==> src/hw/arith_pkg.sv <==
// Shared constants, register map and encodings of the arithmetic execution unit
package arith_pkg;
	// Datapath widths
	localparam int DATA_W = 16;
	localparam int ACC_W = 40;
	localparam int HOLD_W = 14;
	localparam int LOOP_LIT_W = 15;
	// Cycle figures
	localparam int DIV_CYCLES = 18;
	localparam int DIV_STEPS = DIV_CYCLES - 2;
	localparam int DIV_BITS_PER_STEP = 2;
	localparam int LOOP_CYCLES = 2;
	// Register map, byte addresses
	localparam int ADDR_W = 6;
	localparam logic [5:0] ADDR_CTRL = 6'h00;
	localparam logic [5:0] ADDR_OPA = 6'h04;
	localparam logic [5:0] ADDR_OPB = 6'h08;
	localparam logic [5:0] ADDR_OPC = 6'h0C;
	localparam logic [5:0] ADDR_PC = 6'h10;
	localparam logic [5:0] ADDR_RESULT = 6'h14;
	localparam logic [5:0] ADDR_REMAIN = 6'h18;
	localparam logic [5:0] ADDR_STATUS = 6'h1C;
	localparam logic [5:0] ADDR_ACC_LO = 6'h20;
	localparam logic [5:0] ADDR_ACC_HI = 6'h24;
	localparam logic [5:0] ADDR_LOOP = 6'h28;
	localparam logic [5:0] ADDR_HOLD = 6'h2C;
	// Control fields
	localparam int CTRL_OP_LSB = 0;
	localparam int CTRL_ACC_SEL = 4;
	localparam int CTRL_SAT_EN = 5;
	// Status bit positions
	localparam int FLAG_C = 0;
	localparam int FLAG_Z = 1;
	localparam int FLAG_OV = 2;
	localparam int FLAG_N = 3;
	localparam int FLAG_DC = 4;
	localparam int FLAG_OA = 5;
	localparam int FLAG_OB = 6;
	localparam int FLAG_SA = 7;
	localparam int FLAG_SB = 8;
	localparam int FLAG_OAB = 9;
	localparam int FLAG_SAB = 10;
	localparam int STAT_BUSY = 11;
	localparam int STAT_IRQ_BLOCKED = 12;
	localparam int STAT_LOOP_ACTIVE = 13;
	localparam logic [15:0] FLAG_WRITE_MASK = 16'h07FF;
	// Arithmetic constants
	localparam logic [15:0] DEC_ONE = 16'h0001;
	localparam logic [15:0] DEC_TWO = 16'h0002;
	localparam logic [3:0] BCD_LIMIT = 4'h9;
	localparam logic [8:0] BCD_LO_FIX = 9'h006;
	localparam logic [8:0] BCD_HI_FIX = 9'h060;
	localparam logic [39:0] ACC_SAT_MAX = 40'h007FFFFFFF;
	// Bus answers
	localparam logic [1:0] RESP_OKAY = 2'h0;
	localparam logic [1:0] RESP_SLVERR = 2'h2;
	// Operation codes
	typedef enum logic [3:0] {
		bcd_adjust_op = 4'h0,
		decrement_one_op = 4'h1,
		decrement_two_op = 4'h2,
		irq_hold_op = 4'h3,
		sdiv_single_op = 4'h4,
		sdiv_double_op = 4'h5,
		udiv_single_op = 4'h6,
		udiv_double_op = 4'h7,
		frac_div_op = 4'h8,
		loop_lit_op = 4'h9,
		loop_reg_op = 4'hA,
		sq_distance_op = 4'hB,
		loop_end_op = 4'hC
	} op_e;
	// Sequencer states, Gray along idle-exec-divide
	typedef enum logic [1:0] {
		st_idle = 2'b00,
		st_exec = 2'b01,
		st_divide = 2'b11,
		st_loop = 2'b10
	} state_e;
endpackage

==> src/hw/div_if.sv <==
// Request and answer bundle between the sequencer and the divide engine
`timescale 1ns/1ps
interface div_if;
	logic start; // One-cycle launch
	logic is_signed; // Operands are two's complement
	logic [31:0] dividend;
	logic [15:0] divisor;
	logic done; // One-cycle completion
	logic [31:0] quotient;
	logic [15:0] remainder;
	modport core(output start, is_signed, dividend, divisor, input done, quotient, remainder);
	modport engine(input start, is_signed, dividend, divisor, output done, quotient, remainder);
endinterface

==> src/hw/div_engine.sv <==
// Two-bit-per-cycle restoring divider, 32-bit dividend by 16-bit divisor
`timescale 1ns/1ps
module div_engine (
	input wire logic aclk,
	input wire logic aresetn,
	input wire logic ce,
	div_if.engine dv
);
	localparam int STEP_W = $clog2(arith_pkg::DIV_STEPS + 1);
	localparam logic [STEP_W-1:0] STEP_LOAD = STEP_W'(arith_pkg::DIV_STEPS);
	localparam logic [STEP_W-1:0] STEP_LAST = STEP_W'(1);

	logic [31:0] quo_ff; // Shifting dividend, becomes quotient
	logic [15:0] rem_ff; // Partial remainder
	logic [15:0] dsr_ff; // Divisor magnitude
	logic [STEP_W-1:0] step_ff; // Steps left
	logic run_ff;
	logic done_ff;
	logic qneg_ff; // Quotient sign
	logic rneg_ff; // Remainder follows dividend sign
	logic [31:0] nxt_quo;
	logic [15:0] nxt_rem;
	logic [17:0] trial;

	// Magnitudes of signed operands
	wire dnd_neg = dv.is_signed & dv.dividend[31];
	wire dsr_neg = dv.is_signed & dv.divisor[15];
	wire [31:0] dnd_abs = dnd_neg ? 32'(-dv.dividend) : dv.dividend;
	wire [15:0] dsr_abs = dsr_neg ? 16'(-dv.divisor) : dv.divisor;

	////////////////////////////////////////////////////////////////////////////
	// Two restoring steps per cycle
	always_comb begin
		nxt_quo = quo_ff;
		nxt_rem = rem_ff;
		trial = '0;
		for (int i = 0; i < arith_pkg::DIV_BITS_PER_STEP; i++) begin
			trial = {1'b0, nxt_rem, nxt_quo[31]} - {2'b00, dsr_ff};
			// Subtract only when it does not borrow
			if (!trial[17]) begin
				nxt_rem = trial[15:0];
			end else begin
				nxt_rem = {nxt_rem[14:0], nxt_quo[31]};
			end
			nxt_quo = {nxt_quo[30:0], ~trial[17]};
		end
	end

	// Load, iterate, pulse done after the last step
	always_ff @(posedge aclk) begin
		if (!aresetn) begin
			quo_ff <= '0;
			rem_ff <= '0;
			dsr_ff <= '0;
			step_ff <= '0;
			run_ff <= 1'b0;
			done_ff <= 1'b0;
			qneg_ff <= 1'b0;
			rneg_ff <= 1'b0;
		end else if (ce) begin
			done_ff <= run_ff & (step_ff == STEP_LAST);
			if (dv.start) begin
				quo_ff <= dnd_abs;
				rem_ff <= '0;
				dsr_ff <= dsr_abs;
				step_ff <= STEP_LOAD;
				run_ff <= 1'b1;
				qneg_ff <= dnd_neg ^ dsr_neg;
				rneg_ff <= dnd_neg;
			end else if (run_ff) begin
				quo_ff <= nxt_quo;
				rem_ff <= nxt_rem;
				step_ff <= step_ff - STEP_LAST;
				run_ff <= (step_ff != STEP_LAST);
			end
		end
	end

	// Sign restore on the way out
	assign dv.done = done_ff;
	assign dv.quotient = qneg_ff ? 32'(-quo_ff) : quo_ff;
	assign dv.remainder = rneg_ff ? 16'(-rem_ff) : rem_ff;
endmodule // div_engine

==> src/hw/cpu_arith_unit.sv <==
// Arithmetic execution unit with AXI4-Lite register access
//
// The AXI4-Lite register port and the placing of the registers were decided locally.
`timescale 1ns/1ps
module cpu_arith_unit (
	input wire logic aclk,
	input wire logic aresetn,
	input wire logic ce,
	input wire logic [5:0] s_axi_awaddr,
	input wire logic s_axi_awvalid,
	output logic s_axi_awready,
	input wire logic [31:0] s_axi_wdata,
	input wire logic [3:0] s_axi_wstrb,
	input wire logic s_axi_wvalid,
	output logic s_axi_wready,
	output logic [1:0] s_axi_bresp,
	output logic s_axi_bvalid,
	input wire logic s_axi_bready,
	input wire logic [5:0] s_axi_araddr,
	input wire logic s_axi_arvalid,
	output logic s_axi_arready,
	output logic [31:0] s_axi_rdata,
	output logic [1:0] s_axi_rresp,
	output logic s_axi_rvalid,
	input wire logic s_axi_rready,
	output logic irq_blocked,
	output logic loop_active
);
	////////////////////////////////////////////////////////////////////////////
	// Bus slave state
	logic aw_held_ff, w_held_ff, awready_ff, wready_ff, bvalid_ff;
	logic arready_ff, rd_wait_ff, rvalid_ff;
	logic [5:0] awaddr_ff, araddr_ff; // Latched addresses
	logic [31:0] wdata_ff, rdata_ff; // Write word, read answer
	logic [3:0] wstrb_ff;
	logic [1:0] bresp_ff, rresp_ff; // Answer codes
	// Datapath state
	logic [15:0] opa_ff, opb_ff, opc_ff, pc_ff; // Operands and issue address
	logic [15:0] result_ff, remain_ff; // Last results
	logic [15:0] flags_ff; // Status flags
	logic [39:0] acc_a_ff, acc_b_ff; // Accumulators
	logic [13:0] hold_cnt_ff; // Interrupt hold cycles left
	logic [15:0] loop_cnt_ff, loop_end_ff; // Passes left, last address
	logic irq_blocked_ff, loop_active_ff, acc_sel_ff, sat_en_ff; // Status and issue options
	arith_pkg::op_e op_ff;
	arith_pkg::state_e state_ff, nxt_state;
	logic [15:0] nxt_result, nxt_remain, nxt_flags;
	logic [39:0] nxt_acc_a, nxt_acc_b;

	div_if dv (); // Divider request bundle
	div_engine div_engine_i (
		.aclk(aclk),
		.aresetn(aresetn),
		.ce(ce),
		.dv(dv.engine)
	);

	// Byte-lane merge into a 16-bit register
	function automatic logic [15:0] merge16(input logic [15:0] old, input logic [31:0] d,
		input logic [3:0] s);
		merge16 = {s[1] ? d[15:8] : old[15:8], s[0] ? d[7:0] : old[7:0]};
	endfunction

	// Accumulator beyond the 1.31 range
	function automatic logic acc_ovf(input logic [39:0] a);
		acc_ovf = !((&a[39:31]) | ~(|a[39:31]));
	endfunction

	////////////////////////////////////////////////////////////////////////////
	// Write channel handshakes, address and data in either order
	wire aw_take = s_axi_awvalid & awready_ff;
	wire w_take = s_axi_wvalid & wready_ff;
	wire wr_do = aw_held_ff & w_held_ff & ~bvalid_ff;
	wire nxt_aw_held = (aw_held_ff | aw_take) & ~wr_do;
	wire nxt_w_held = (w_held_ff | w_take) & ~wr_do;
	wire nxt_bvalid = wr_do | (bvalid_ff & ~s_axi_bready);
	// Read channel, one wait cycle before data
	wire ar_take = s_axi_arvalid & arready_ff;
	wire nxt_rvalid = rd_wait_ff | (rvalid_ff & ~s_axi_rready);

	// Write decode
	wire wsel_ctrl = wr_do & (awaddr_ff == arith_pkg::ADDR_CTRL);
	wire wsel_opa = wr_do & (awaddr_ff == arith_pkg::ADDR_OPA);
	wire wsel_opb = wr_do & (awaddr_ff == arith_pkg::ADDR_OPB);
	wire wsel_opc = wr_do & (awaddr_ff == arith_pkg::ADDR_OPC);
	wire wsel_pc = wr_do & (awaddr_ff == arith_pkg::ADDR_PC);
	wire wsel_status = wr_do & (awaddr_ff == arith_pkg::ADDR_STATUS);
	wire wr_mapped = (awaddr_ff <= arith_pkg::ADDR_HOLD) & (awaddr_ff[1:0] == 2'b00);
	wire rd_mapped = (araddr_ff <= arith_pkg::ADDR_HOLD) & (araddr_ff[1:0] == 2'b00);
	// A new operation starts only from idle
	wire ctrl_go = wsel_ctrl & wstrb_ff[0] & (state_ff == arith_pkg::st_idle);
	wire busy = (state_ff != arith_pkg::st_idle);
	wire executing = (state_ff == arith_pkg::st_exec);

	// Read selection
	wire [39:0] acc_view = acc_sel_ff ? acc_b_ff : acc_a_ff;
	wire [15:0] status_view = flags_ff | ({15'h0000, busy} << arith_pkg::STAT_BUSY)
		| ({15'h0000, irq_blocked_ff} << arith_pkg::STAT_IRQ_BLOCKED)
		| ({15'h0000, loop_active_ff} << arith_pkg::STAT_LOOP_ACTIVE);
	wire [31:0] ctrl_view = {26'h0000000, sat_en_ff, acc_sel_ff, op_ff};
	wire [31:0] rd_word =
		(araddr_ff == arith_pkg::ADDR_CTRL) ? ctrl_view :
		(araddr_ff == arith_pkg::ADDR_OPA) ? {16'h0000, opa_ff} :
		(araddr_ff == arith_pkg::ADDR_OPB) ? {16'h0000, opb_ff} :
		(araddr_ff == arith_pkg::ADDR_OPC) ? {16'h0000, opc_ff} :
		(araddr_ff == arith_pkg::ADDR_PC) ? {16'h0000, pc_ff} :
		(araddr_ff == arith_pkg::ADDR_RESULT) ? {16'h0000, result_ff} :
		(araddr_ff == arith_pkg::ADDR_REMAIN) ? {16'h0000, remain_ff} :
		(araddr_ff == arith_pkg::ADDR_STATUS) ? {16'h0000, status_view} :
		(araddr_ff == arith_pkg::ADDR_ACC_LO) ? acc_view[31:0] :
		(araddr_ff == arith_pkg::ADDR_ACC_HI) ? {24'h000000, acc_view[39:32]} :
		(araddr_ff == arith_pkg::ADDR_LOOP) ? {loop_end_ff, loop_cnt_ff} :
		(araddr_ff == arith_pkg::ADDR_HOLD) ? {18'h00000, hold_cnt_ff} : 32'h00000000;

	////////////////////////////////////////////////////////////////////////////
	// Operation decode
	wire is_div = op_ff inside {arith_pkg::sdiv_single_op, arith_pkg::sdiv_double_op,
		arith_pkg::udiv_single_op, arith_pkg::udiv_double_op, arith_pkg::frac_div_op};
	wire is_loop = op_ff inside {arith_pkg::loop_lit_op, arith_pkg::loop_reg_op};
	wire div_signed = op_ff inside {arith_pkg::sdiv_single_op, arith_pkg::sdiv_double_op,
		arith_pkg::frac_div_op};
	wire div_double = op_ff inside {arith_pkg::sdiv_double_op, arith_pkg::udiv_double_op};

	// Divider request, issued in the first cycle
	assign dv.start = executing & is_div;
	assign dv.is_signed = div_signed;
	assign dv.divisor = opb_ff;
	assign dv.dividend = div_double ? {opc_ff, opa_ff} :
		(op_ff == arith_pkg::frac_div_op) ? {opa_ff[15], opa_ff, 15'h0000} :
		div_signed ? {{16{opa_ff[15]}}, opa_ff} : {16'h0000, opa_ff};

	// Quotient fit to 16 bits, zero divisor is overflow
	wire [15:0] quo16 = dv.quotient[15:0];
	wire div_ovf = (opb_ff == 16'h0000) | (div_signed ? (dv.quotient[31:15] !=
		{17{dv.quotient[15]}}) : (dv.quotient[31:16] != 16'h0000));

	// Decrement by one or two
	wire [15:0] dec_amt = (op_ff == arith_pkg::decrement_two_op) ? arith_pkg::DEC_TWO :
		arith_pkg::DEC_ONE;
	wire [16:0] dec_full = {1'b0, opa_ff} - {1'b0, dec_amt};
	wire [4:0] dec_nib = {1'b0, opa_ff[3:0]} - {1'b0, dec_amt[3:0]};

	// Decimal adjust of the low byte
	wire bcd_lo_fix = (opa_ff[3:0] > arith_pkg::BCD_LIMIT) | flags_ff[arith_pkg::FLAG_DC];
	wire [8:0] bcd_stage = {1'b0, opa_ff[7:0]} + (bcd_lo_fix ? arith_pkg::BCD_LO_FIX : 9'h000);
	wire bcd_hi_fix = (bcd_stage[7:4] > arith_pkg::BCD_LIMIT) | bcd_stage[8]
		| flags_ff[arith_pkg::FLAG_C];
	wire [8:0] bcd_sum = bcd_stage + (bcd_hi_fix ? arith_pkg::BCD_HI_FIX : 9'h000);

	// Squared difference, optional saturation
	wire signed [16:0] ed_diff = $signed({opa_ff[15], opa_ff}) - $signed({opb_ff[15], opb_ff});
	wire signed [33:0] ed_prod = ed_diff * ed_diff;
	wire ed_ovf = |ed_prod[33:31];
	wire ed_sat = ed_ovf & sat_en_ff;
	wire [39:0] ed_acc = ed_sat ? arith_pkg::ACC_SAT_MAX : {6'h00, ed_prod};

	////////////////////////////////////////////////////////////////////////////
	// Results and flags; hardware updates win over a status write
	always_comb begin
		nxt_result = result_ff;
		nxt_remain = remain_ff;
		nxt_acc_a = acc_a_ff;
		nxt_acc_b = acc_b_ff;
		nxt_flags = wsel_status ? (merge16(flags_ff, wdata_ff, wstrb_ff)
			& arith_pkg::FLAG_WRITE_MASK) : flags_ff;
		if (executing) begin
			unique case (op_ff)
				arith_pkg::bcd_adjust_op: begin
					nxt_result = {opa_ff[15:8], bcd_sum[7:0]};
					nxt_flags[arith_pkg::FLAG_C] = bcd_hi_fix;
				end
				arith_pkg::decrement_one_op, arith_pkg::decrement_two_op: begin
					nxt_result = dec_full[15:0];
					nxt_flags[arith_pkg::FLAG_C] = ~dec_full[16];
					nxt_flags[arith_pkg::FLAG_DC] = ~dec_nib[4];
					nxt_flags[arith_pkg::FLAG_N] = dec_full[15];
					nxt_flags[arith_pkg::FLAG_OV] = opa_ff[15] & ~dec_full[15];
					nxt_flags[arith_pkg::FLAG_Z] = (dec_full[15:0] == 16'h0000);
				end
				arith_pkg::sq_distance_op: begin
					// Target overwritten, no accumulate
					if (acc_sel_ff) begin
						nxt_acc_b = ed_acc;
						nxt_flags[arith_pkg::FLAG_SB] = ed_sat;
					end else begin
						nxt_acc_a = ed_acc;
						nxt_flags[arith_pkg::FLAG_SA] = ed_sat;
					end
					// Both accumulators reassessed
					nxt_flags[arith_pkg::FLAG_OA] = acc_ovf(nxt_acc_a);
					nxt_flags[arith_pkg::FLAG_OB] = acc_ovf(nxt_acc_b);
					nxt_flags[arith_pkg::FLAG_OAB] = acc_ovf(nxt_acc_a) | acc_ovf(nxt_acc_b);
					nxt_flags[arith_pkg::FLAG_SAB] = nxt_flags[arith_pkg::FLAG_SA]
						| nxt_flags[arith_pkg::FLAG_SB];
				end
				// Divides (flags set at done), flag-free operations and undefined codes
				default: ;
			endcase
		end else if ((state_ff == arith_pkg::st_divide) && dv.done) begin
			nxt_result = quo16;
			nxt_remain = dv.remainder;
			nxt_flags[arith_pkg::FLAG_N] = quo16[15];
			nxt_flags[arith_pkg::FLAG_Z] = (quo16 == 16'h0000);
			nxt_flags[arith_pkg::FLAG_C] = (dv.remainder != 16'h0000);
			nxt_flags[arith_pkg::FLAG_OV] = div_ovf;
		end
	end

	// Sequencer: one, two or eighteen cycles busy
	always_comb begin
		unique case (state_ff)
			arith_pkg::st_idle: nxt_state = ctrl_go ? arith_pkg::st_exec : arith_pkg::st_idle;
			arith_pkg::st_exec: nxt_state = is_div ? arith_pkg::st_divide :
				is_loop ? arith_pkg::st_loop : arith_pkg::st_idle;
			arith_pkg::st_divide: nxt_state = dv.done ? arith_pkg::st_idle : arith_pkg::st_divide;
			arith_pkg::st_loop: nxt_state = arith_pkg::st_idle;
		endcase
	end

	// Interrupt hold countdown
	wire hold_load = executing & (op_ff == arith_pkg::irq_hold_op);
	wire [13:0] nxt_hold = hold_load ? opa_ff[13:0] :
		(hold_cnt_ff != 14'h0000) ? 14'(hold_cnt_ff - 14'h0001) : hold_cnt_ff;

	////////////////////////////////////////////////////////////////////////////
	// Bus slave registers
	always_ff @(posedge aclk) begin
		if (!aresetn) begin
			aw_held_ff <= 1'b0;
			w_held_ff <= 1'b0;
			awready_ff <= 1'b0;
			wready_ff <= 1'b0;
			bvalid_ff <= 1'b0;
			bresp_ff <= arith_pkg::RESP_OKAY;
			awaddr_ff <= '0;
			wdata_ff <= '0;
			wstrb_ff <= '0;
		end else if (ce) begin
			aw_held_ff <= nxt_aw_held;
			w_held_ff <= nxt_w_held;
			awready_ff <= ~nxt_aw_held & ~nxt_bvalid;
			wready_ff <= ~nxt_w_held & ~nxt_bvalid;
			bvalid_ff <= nxt_bvalid;
			// Latch each channel when taken
			if (aw_take) awaddr_ff <= s_axi_awaddr;
			if (w_take) begin
				wdata_ff <= s_axi_wdata;
				wstrb_ff <= s_axi_wstrb;
			end
			if (wr_do) bresp_ff <= wr_mapped ? arith_pkg::RESP_OKAY : arith_pkg::RESP_SLVERR;
		end
	end

	// Read path with one wait cycle
	always_ff @(posedge aclk) begin
		if (!aresetn) begin
			arready_ff <= 1'b0;
			rd_wait_ff <= 1'b0;
			rvalid_ff <= 1'b0;
			araddr_ff <= '0;
			rdata_ff <= '0;
			rresp_ff <= arith_pkg::RESP_OKAY;
		end else if (ce) begin
			arready_ff <= ~ar_take & ~nxt_rvalid;
			rd_wait_ff <= ar_take;
			rvalid_ff <= nxt_rvalid;
			if (ar_take) araddr_ff <= s_axi_araddr;
			// Data captured after the extra cycle
			if (rd_wait_ff) begin
				rdata_ff <= rd_mapped ? rd_word : 32'h00000000;
				rresp_ff <= rd_mapped ? arith_pkg::RESP_OKAY : arith_pkg::RESP_SLVERR;
			end
		end
	end

	// Operand and control registers
	always_ff @(posedge aclk) begin
		if (!aresetn) begin
			opa_ff <= '0;
			opb_ff <= '0;
			opc_ff <= '0;
			pc_ff <= '0;
			op_ff <= arith_pkg::bcd_adjust_op;
			acc_sel_ff <= 1'b0;
			sat_en_ff <= 1'b0;
		end else if (ce) begin
			if (wsel_opa) opa_ff <= merge16(opa_ff, wdata_ff, wstrb_ff);
			if (wsel_opb) opb_ff <= merge16(opb_ff, wdata_ff, wstrb_ff);
			if (wsel_opc) opc_ff <= merge16(opc_ff, wdata_ff, wstrb_ff);
			if (wsel_pc) pc_ff <= merge16(pc_ff, wdata_ff, wstrb_ff);
			// Issue latches the operation
			if (ctrl_go) begin
				op_ff <= arith_pkg::op_e'(wdata_ff[arith_pkg::CTRL_OP_LSB +: 4]);
				acc_sel_ff <= wdata_ff[arith_pkg::CTRL_ACC_SEL];
				sat_en_ff <= wdata_ff[arith_pkg::CTRL_SAT_EN];
			end
		end
	end

	// Datapath results and sequencer
	always_ff @(posedge aclk) begin
		if (!aresetn) begin
			state_ff <= arith_pkg::st_idle;
			result_ff <= '0;
			remain_ff <= '0;
			flags_ff <= '0;
			acc_a_ff <= '0;
			acc_b_ff <= '0;
			hold_cnt_ff <= '0;
			irq_blocked_ff <= 1'b0;
		end else if (ce) begin
			state_ff <= nxt_state;
			result_ff <= nxt_result;
			remain_ff <= nxt_remain;
			flags_ff <= nxt_flags;
			acc_a_ff <= nxt_acc_a;
			acc_b_ff <= nxt_acc_b;
			hold_cnt_ff <= nxt_hold;
			irq_blocked_ff <= (nxt_hold != 14'h0000);
		end
	end

	// Hardware loop setup and pass counting
	always_ff @(posedge aclk) begin
		if (!aresetn) begin
			loop_cnt_ff <= '0;
			loop_end_ff <= '0;
			loop_active_ff <= 1'b0;
		end else if (ce && executing) begin
			if (op_ff == arith_pkg::loop_lit_op) begin
				loop_cnt_ff <= {1'b0, opa_ff[14:0]};
				loop_end_ff <= 16'(pc_ff + opb_ff);
				loop_active_ff <= 1'b1;
			end else if (op_ff == arith_pkg::loop_reg_op) begin
				loop_cnt_ff <= opa_ff;
				loop_end_ff <= 16'(pc_ff + opb_ff);
				loop_active_ff <= 1'b1;
			end else if ((op_ff == arith_pkg::loop_end_op) && loop_active_ff) begin
				// Last pass ends the loop
				loop_active_ff <= (loop_cnt_ff != 16'h0000);
				if (loop_cnt_ff != 16'h0000) loop_cnt_ff <= 16'(loop_cnt_ff - 16'h0001);
			end
		end
	end

	////////////////////////////////////////////////////////////////////////////
	// Outputs straight from flops
	assign s_axi_awready = awready_ff;
	assign s_axi_wready = wready_ff;
	assign s_axi_bvalid = bvalid_ff;
	assign s_axi_bresp = bresp_ff;
	assign s_axi_arready = arready_ff;
	assign s_axi_rvalid = rvalid_ff;
	assign s_axi_rdata = rdata_ff;
	assign s_axi_rresp = rresp_ff;
	assign irq_blocked = irq_blocked_ff;
	assign loop_active = loop_active_ff;
endmodule // cpu_arith_unit

==> config.mk <==
export PLATFORM = sky130hd
export DESIGN_NAME = cpu_arith_unit
export DESIGN_NICKNAME = d
export VERILOG_FILES = /design/src/hw/arith_pkg.sv /design/src/hw/div_if.sv /design/src/hw/div_engine.sv /design/src/hw/cpu_arith_unit.sv
export SDC_FILE = /design/constraint.sdc
export NUM_CORES = 2
export LEC_CHECK = 0
export BUFFER_PORTS_ARGS = -buffer_cell sky130_fd_sc_hd__buf_2
export CORE_MARGIN = 1
export CORE_UTILIZATION = 50
export DETAILED_ROUTE_END_ITERATION = 12
export PLACE_DENSITY = 0.66
export SETUP_SLACK_MARGIN = 0.1
export SYNTH_ARGS = -nofsm -noshare
export SYNTH_HDL_FRONTEND = slang
export SYNTH_SLANG_ARGS = --single-unit
==> constraint.sdc <==
create_clock -name aclk -period 18.2 [get_ports aclk]
set_input_delay 2.73 -clock aclk [delete_from_list [all_inputs] [get_ports aclk]]
set_output_delay 2.73 -clock aclk [all_outputs]
set_load 0.1 [all_outputs]
==> impl_metrics.csv <==
group,metric,value,unit
critical_path,critPathKind,"reg2reg",
clocking,cts_sinks,388,
clocking,cts_setup_buffers,0,
floorplan,die_h,260.7,microns
critical_path,cp_max_fo,32,
sta,skew,0.02575,ns
cells_and_area,most-common-layout-cells,"nor2_1, nand2_1, inv_1",
floorplan,core,65980,sq um
logic_synthesis,seq_area_frac_synth,23.21,%
detailed_routing,routed_wl,105700,microns
clocking,clk_latency,0.61,ns
cells_and_area,layout_commonest_cell,"nor2_1",
sta,relSlewSlack,12.23,%
sta,holdWs,0.4550,ns
floorplan,num_rows,94,
cells_and_area,drive_above_1_share,7.227,%
cells_and_area,nets,4632,
status,status,"finished, violations left",
global_route,grt_max_degree,120,
clocking,cts_htree_levels,2,
sta,drv_slew,0,
clocking,cts_tree,"yes",
sta,fmax,85.28,MHz
detailed_routing,drt_iter0_drc,3139,
logic_synthesis,synthArstFlopShare,0,%
min_path,min-delay-start,"loop_end_ff[4]$_SDFFE_PN0P_",
logic_synthesis,ys_ff_latch,388,
clocking,clkTransAtPathRegs,0.06,ns
clocking,cts_resized,0,
clocking,clockBufferDepth,3,
global_route,grt_pass1_vias,28538,
logic_synthesis,yosys_warnings,0,
sta,finalHoldViolCount,0,
detailed_routing,vias_per_cell,5.963,
sta,setup_viol,0,
detailed_routing,drc_errors,1,
run,cap_violations,0,
status,violations,"DRC",
critical_path,r2r-start,"opa_ff[0]$_SDFFE_PN0P_",
min_path,whs_path_depth,2,
cells_and_area,finalNonFillerCells,5029,
logic_synthesis,synthFlopType,"dfxtp_1",
detailed_routing,drtPass1Iterations,9,
critical_path,path_common_cell,"fa_1",
power_and_ir_drop,pwr_density_cell,54.54,nW/um^2
floorplan,initial_core_util,50.72,%
critical_path,reg2reg_slack,6.47,ns
critical_path,arrival,12.20,ns
floorplan,die_w,260.7,microns
logic_synthesis,synth_area,33470,sq um
detailed_routing,wl_per_cell,21.01,microns
logic_synthesis,synthCells,4176,
cells_and_area,diodes,0,
critical_path,cpPeakStageDelay,0.68,ns
min_path,min_to,"loop_end_ff[4]$_SDFFE_PN0P_",
critical_path,crit_slowest_cell,"clkinv_1",
critical_path,end_kind,"register",
logic_synthesis,synthesis.area_per_instance,8.014,sq um
global_route,overflow,0,
logic_synthesis,synth_cell_type_count,87,
placement,place_area,34630,sq um
power_and_ir_drop,totalPowerFinal,1.964,mW
power_and_ir_drop,p_leak,15.90,nW
cells_and_area,area_delta_synth_final,7.589,%
placement,hpwlAfterDp,79720,microns
clocking,cts_made_buffers,42,
sta,fin_crit_sh,64.43,%
critical_path,timing.critical_path.buf_inv,6,
clocking,holdBufCountCts,0,
sta,layout_min_cycle_time,11.73,ns
critical_path,reg2regPathDepth,34,
clocking,clock-root-buffer,"clkbuf_16",
placement,post-place-cells,4955,
critical_path,worstPathRequired,18.68,ns
global_route,grt_pass1_wl,164500,microns
global_route,grt_use_total,31.25,%
sta,worst_pin_slew,1.307,ns
sta,rsz0062_at_grt,"no",
logic_synthesis,synth_edf_count,0,
detailed_routing,antenna_left,0,
critical_path,reg2reg_to,"flags_ff[8]$_SDFFE_PN0P_",
cells_and_area,postLayoutCellArea,36010,sq um
min_path,min_path_type,"reg2reg",
floorplan,io_pins,99,
global_route,antenna_found_initial,1,
power_and_ir_drop,max-vdd-ir-drop,0.00007080,V
cells_and_area,fillers,6263,
placement,routabilityCongestion,1.005,
critical_path,start_kind,"register",
detailed_routing,num_vias,29987,
critical_path,crit_family,"adder cells",
placement,io_buffers,78,
floorplan,die_area,67970,sq um
sta,tns,0,ns
-- synthesized netlist by cell type, types with 32 or more instances --
library cell / instances / area [sq um]
a211oi_1: 59 / 442.9
a21o_1: 32 / 240.2
a21oi_1: 306 / 1531
a22oi_1: 57 / 427.9
a31oi_1: 34 / 212.7
clkbuf_1: 206 / 773.2
dfxtp_1: 388 / 7767
fa_1: 278 / 5565
ha_1: 163 / 2039
inv_1: 416 / 1562
mux2i_1: 158 / 1582
nand2_1: 476 / 1787
nand3_1: 45 / 225.2
nor2_1: 504 / 1892
nor3_1: 92 / 460.4
o211ai_1: 32 / 240.2
o21ai_0: 229 / 1146
xnor2_1: 116 / 1016
xor2_1: 70 / 613.1
-- cell families after synthesis --
| kind of cell | synth area share [%] |
|---|---|
| multiplexers | 5.836 |
| other | 0.01120 |
| buffers and inverters | 7.454 |
| AO/OA/AOI/OAI | 17.59 |
| adder cells (fa/ha/maj) | 22.72 |
| XOR/XNOR | 4.867 |
| flip-flops | 23.21 |
| AND/OR/NAND/NOR | 18.31 |
-- report_power, final --
part	internal, mW	leakage (nW)	switching (mW)
sequential	0.864	3.13	0.0270
combinational	0.0751	12.1	0.124
clock	0.486	0.669	0.388
total	1.43	15.9	0.539
-- sequential cells by signal (all words and copies together), names as in the netlist, 32 cells and up --
register	cells
acc_b_ff	40
s_axi_rdata	32
acc_a_ff	40
div_engine_i.quo_ff	32
-- worst min-delay path, delay by kind of cell (launching register included) --
| kind | cells | cell delay [ns] |
|---|---|---|
| AND/OR/NAND/NOR | 1 | 0.05 |
| flip-flops | 1 | 0.31 |
| AO/OA/AOI/OAI | 1 | 0.05 |
-- cell type report --
cell class | instances | area [sq um] | share of cell area, %
Clock buffer | 59 | 1216 | 3.377
Multi-Input combinational cell | 3135 | 23280 | 64.67
Sequential cell | 388 | 7771 | 21.58
Clock inverter | 15 | 162.7 | 0.4517
Timing Repair Buffer | 146 | 900.9 | 2.502
Tap cell | 864 | 1081 | 3.002
Inverter | 422 | 1592 | 4.420
-- routing by layer --
metal  vias to the layer above  part of all wire (%)  global-route usage [%]
met4                         2                   3.2                   9.812
li1                      14088                     -                       -
met1                     14483                    44                   44.32
met5                         -                0.0095                       0
met2                      1234                    43                   47.52
met3                       180                   9.7                   6.313
-- worst max-delay path by stage --
| stage | slack [ns] | startpoint | cells past startpoint | endpoint |
|---|---|---|---|---|
| 6_report | 6.47 | opa_ff[0]$_SDFFE_PN0P_ | 34 | flags_ff[8]$_SDFFE_PN0P_ |
| 3_3_place_gp | 6.74 | opa_ff[0]$_SDFFE_PN0P_ | 34 | flags_ff[8]$_SDFFE_PN0P_ |
| 2_1_floorplan | 8.80 | opa_ff[0]$_SDFFE_PN0P_ | 39 | acc_b_ff[18]$_SDFFE_PN0P_ |
| 3_5_place_dp | 6.69 | opa_ff[0]$_SDFFE_PN0P_ | 34 | flags_ff[8]$_SDFFE_PN0P_ |
| 5_1_grt | 5.61 | opa_ff[0]$_SDFFE_PN0P_ | 34 | flags_ff[7]$_SDFFE_PN0P_ |
| 4_1_cts | 6.61 | opa_ff[0]$_SDFFE_PN0P_ | 34 | flags_ff[8]$_SDFFE_PN0P_ |
-- per-stage QoR --
step,utilization (%),setup slack [ns]
floorplan,-,8.804
global route,54.57,5.608
finish,54.57,6.474
CTS,54.57,6.614
global placement,52.48,6.740
detailed placement,52.48,6.693
No activity file was read; power rests on OpenSTA's default activity.
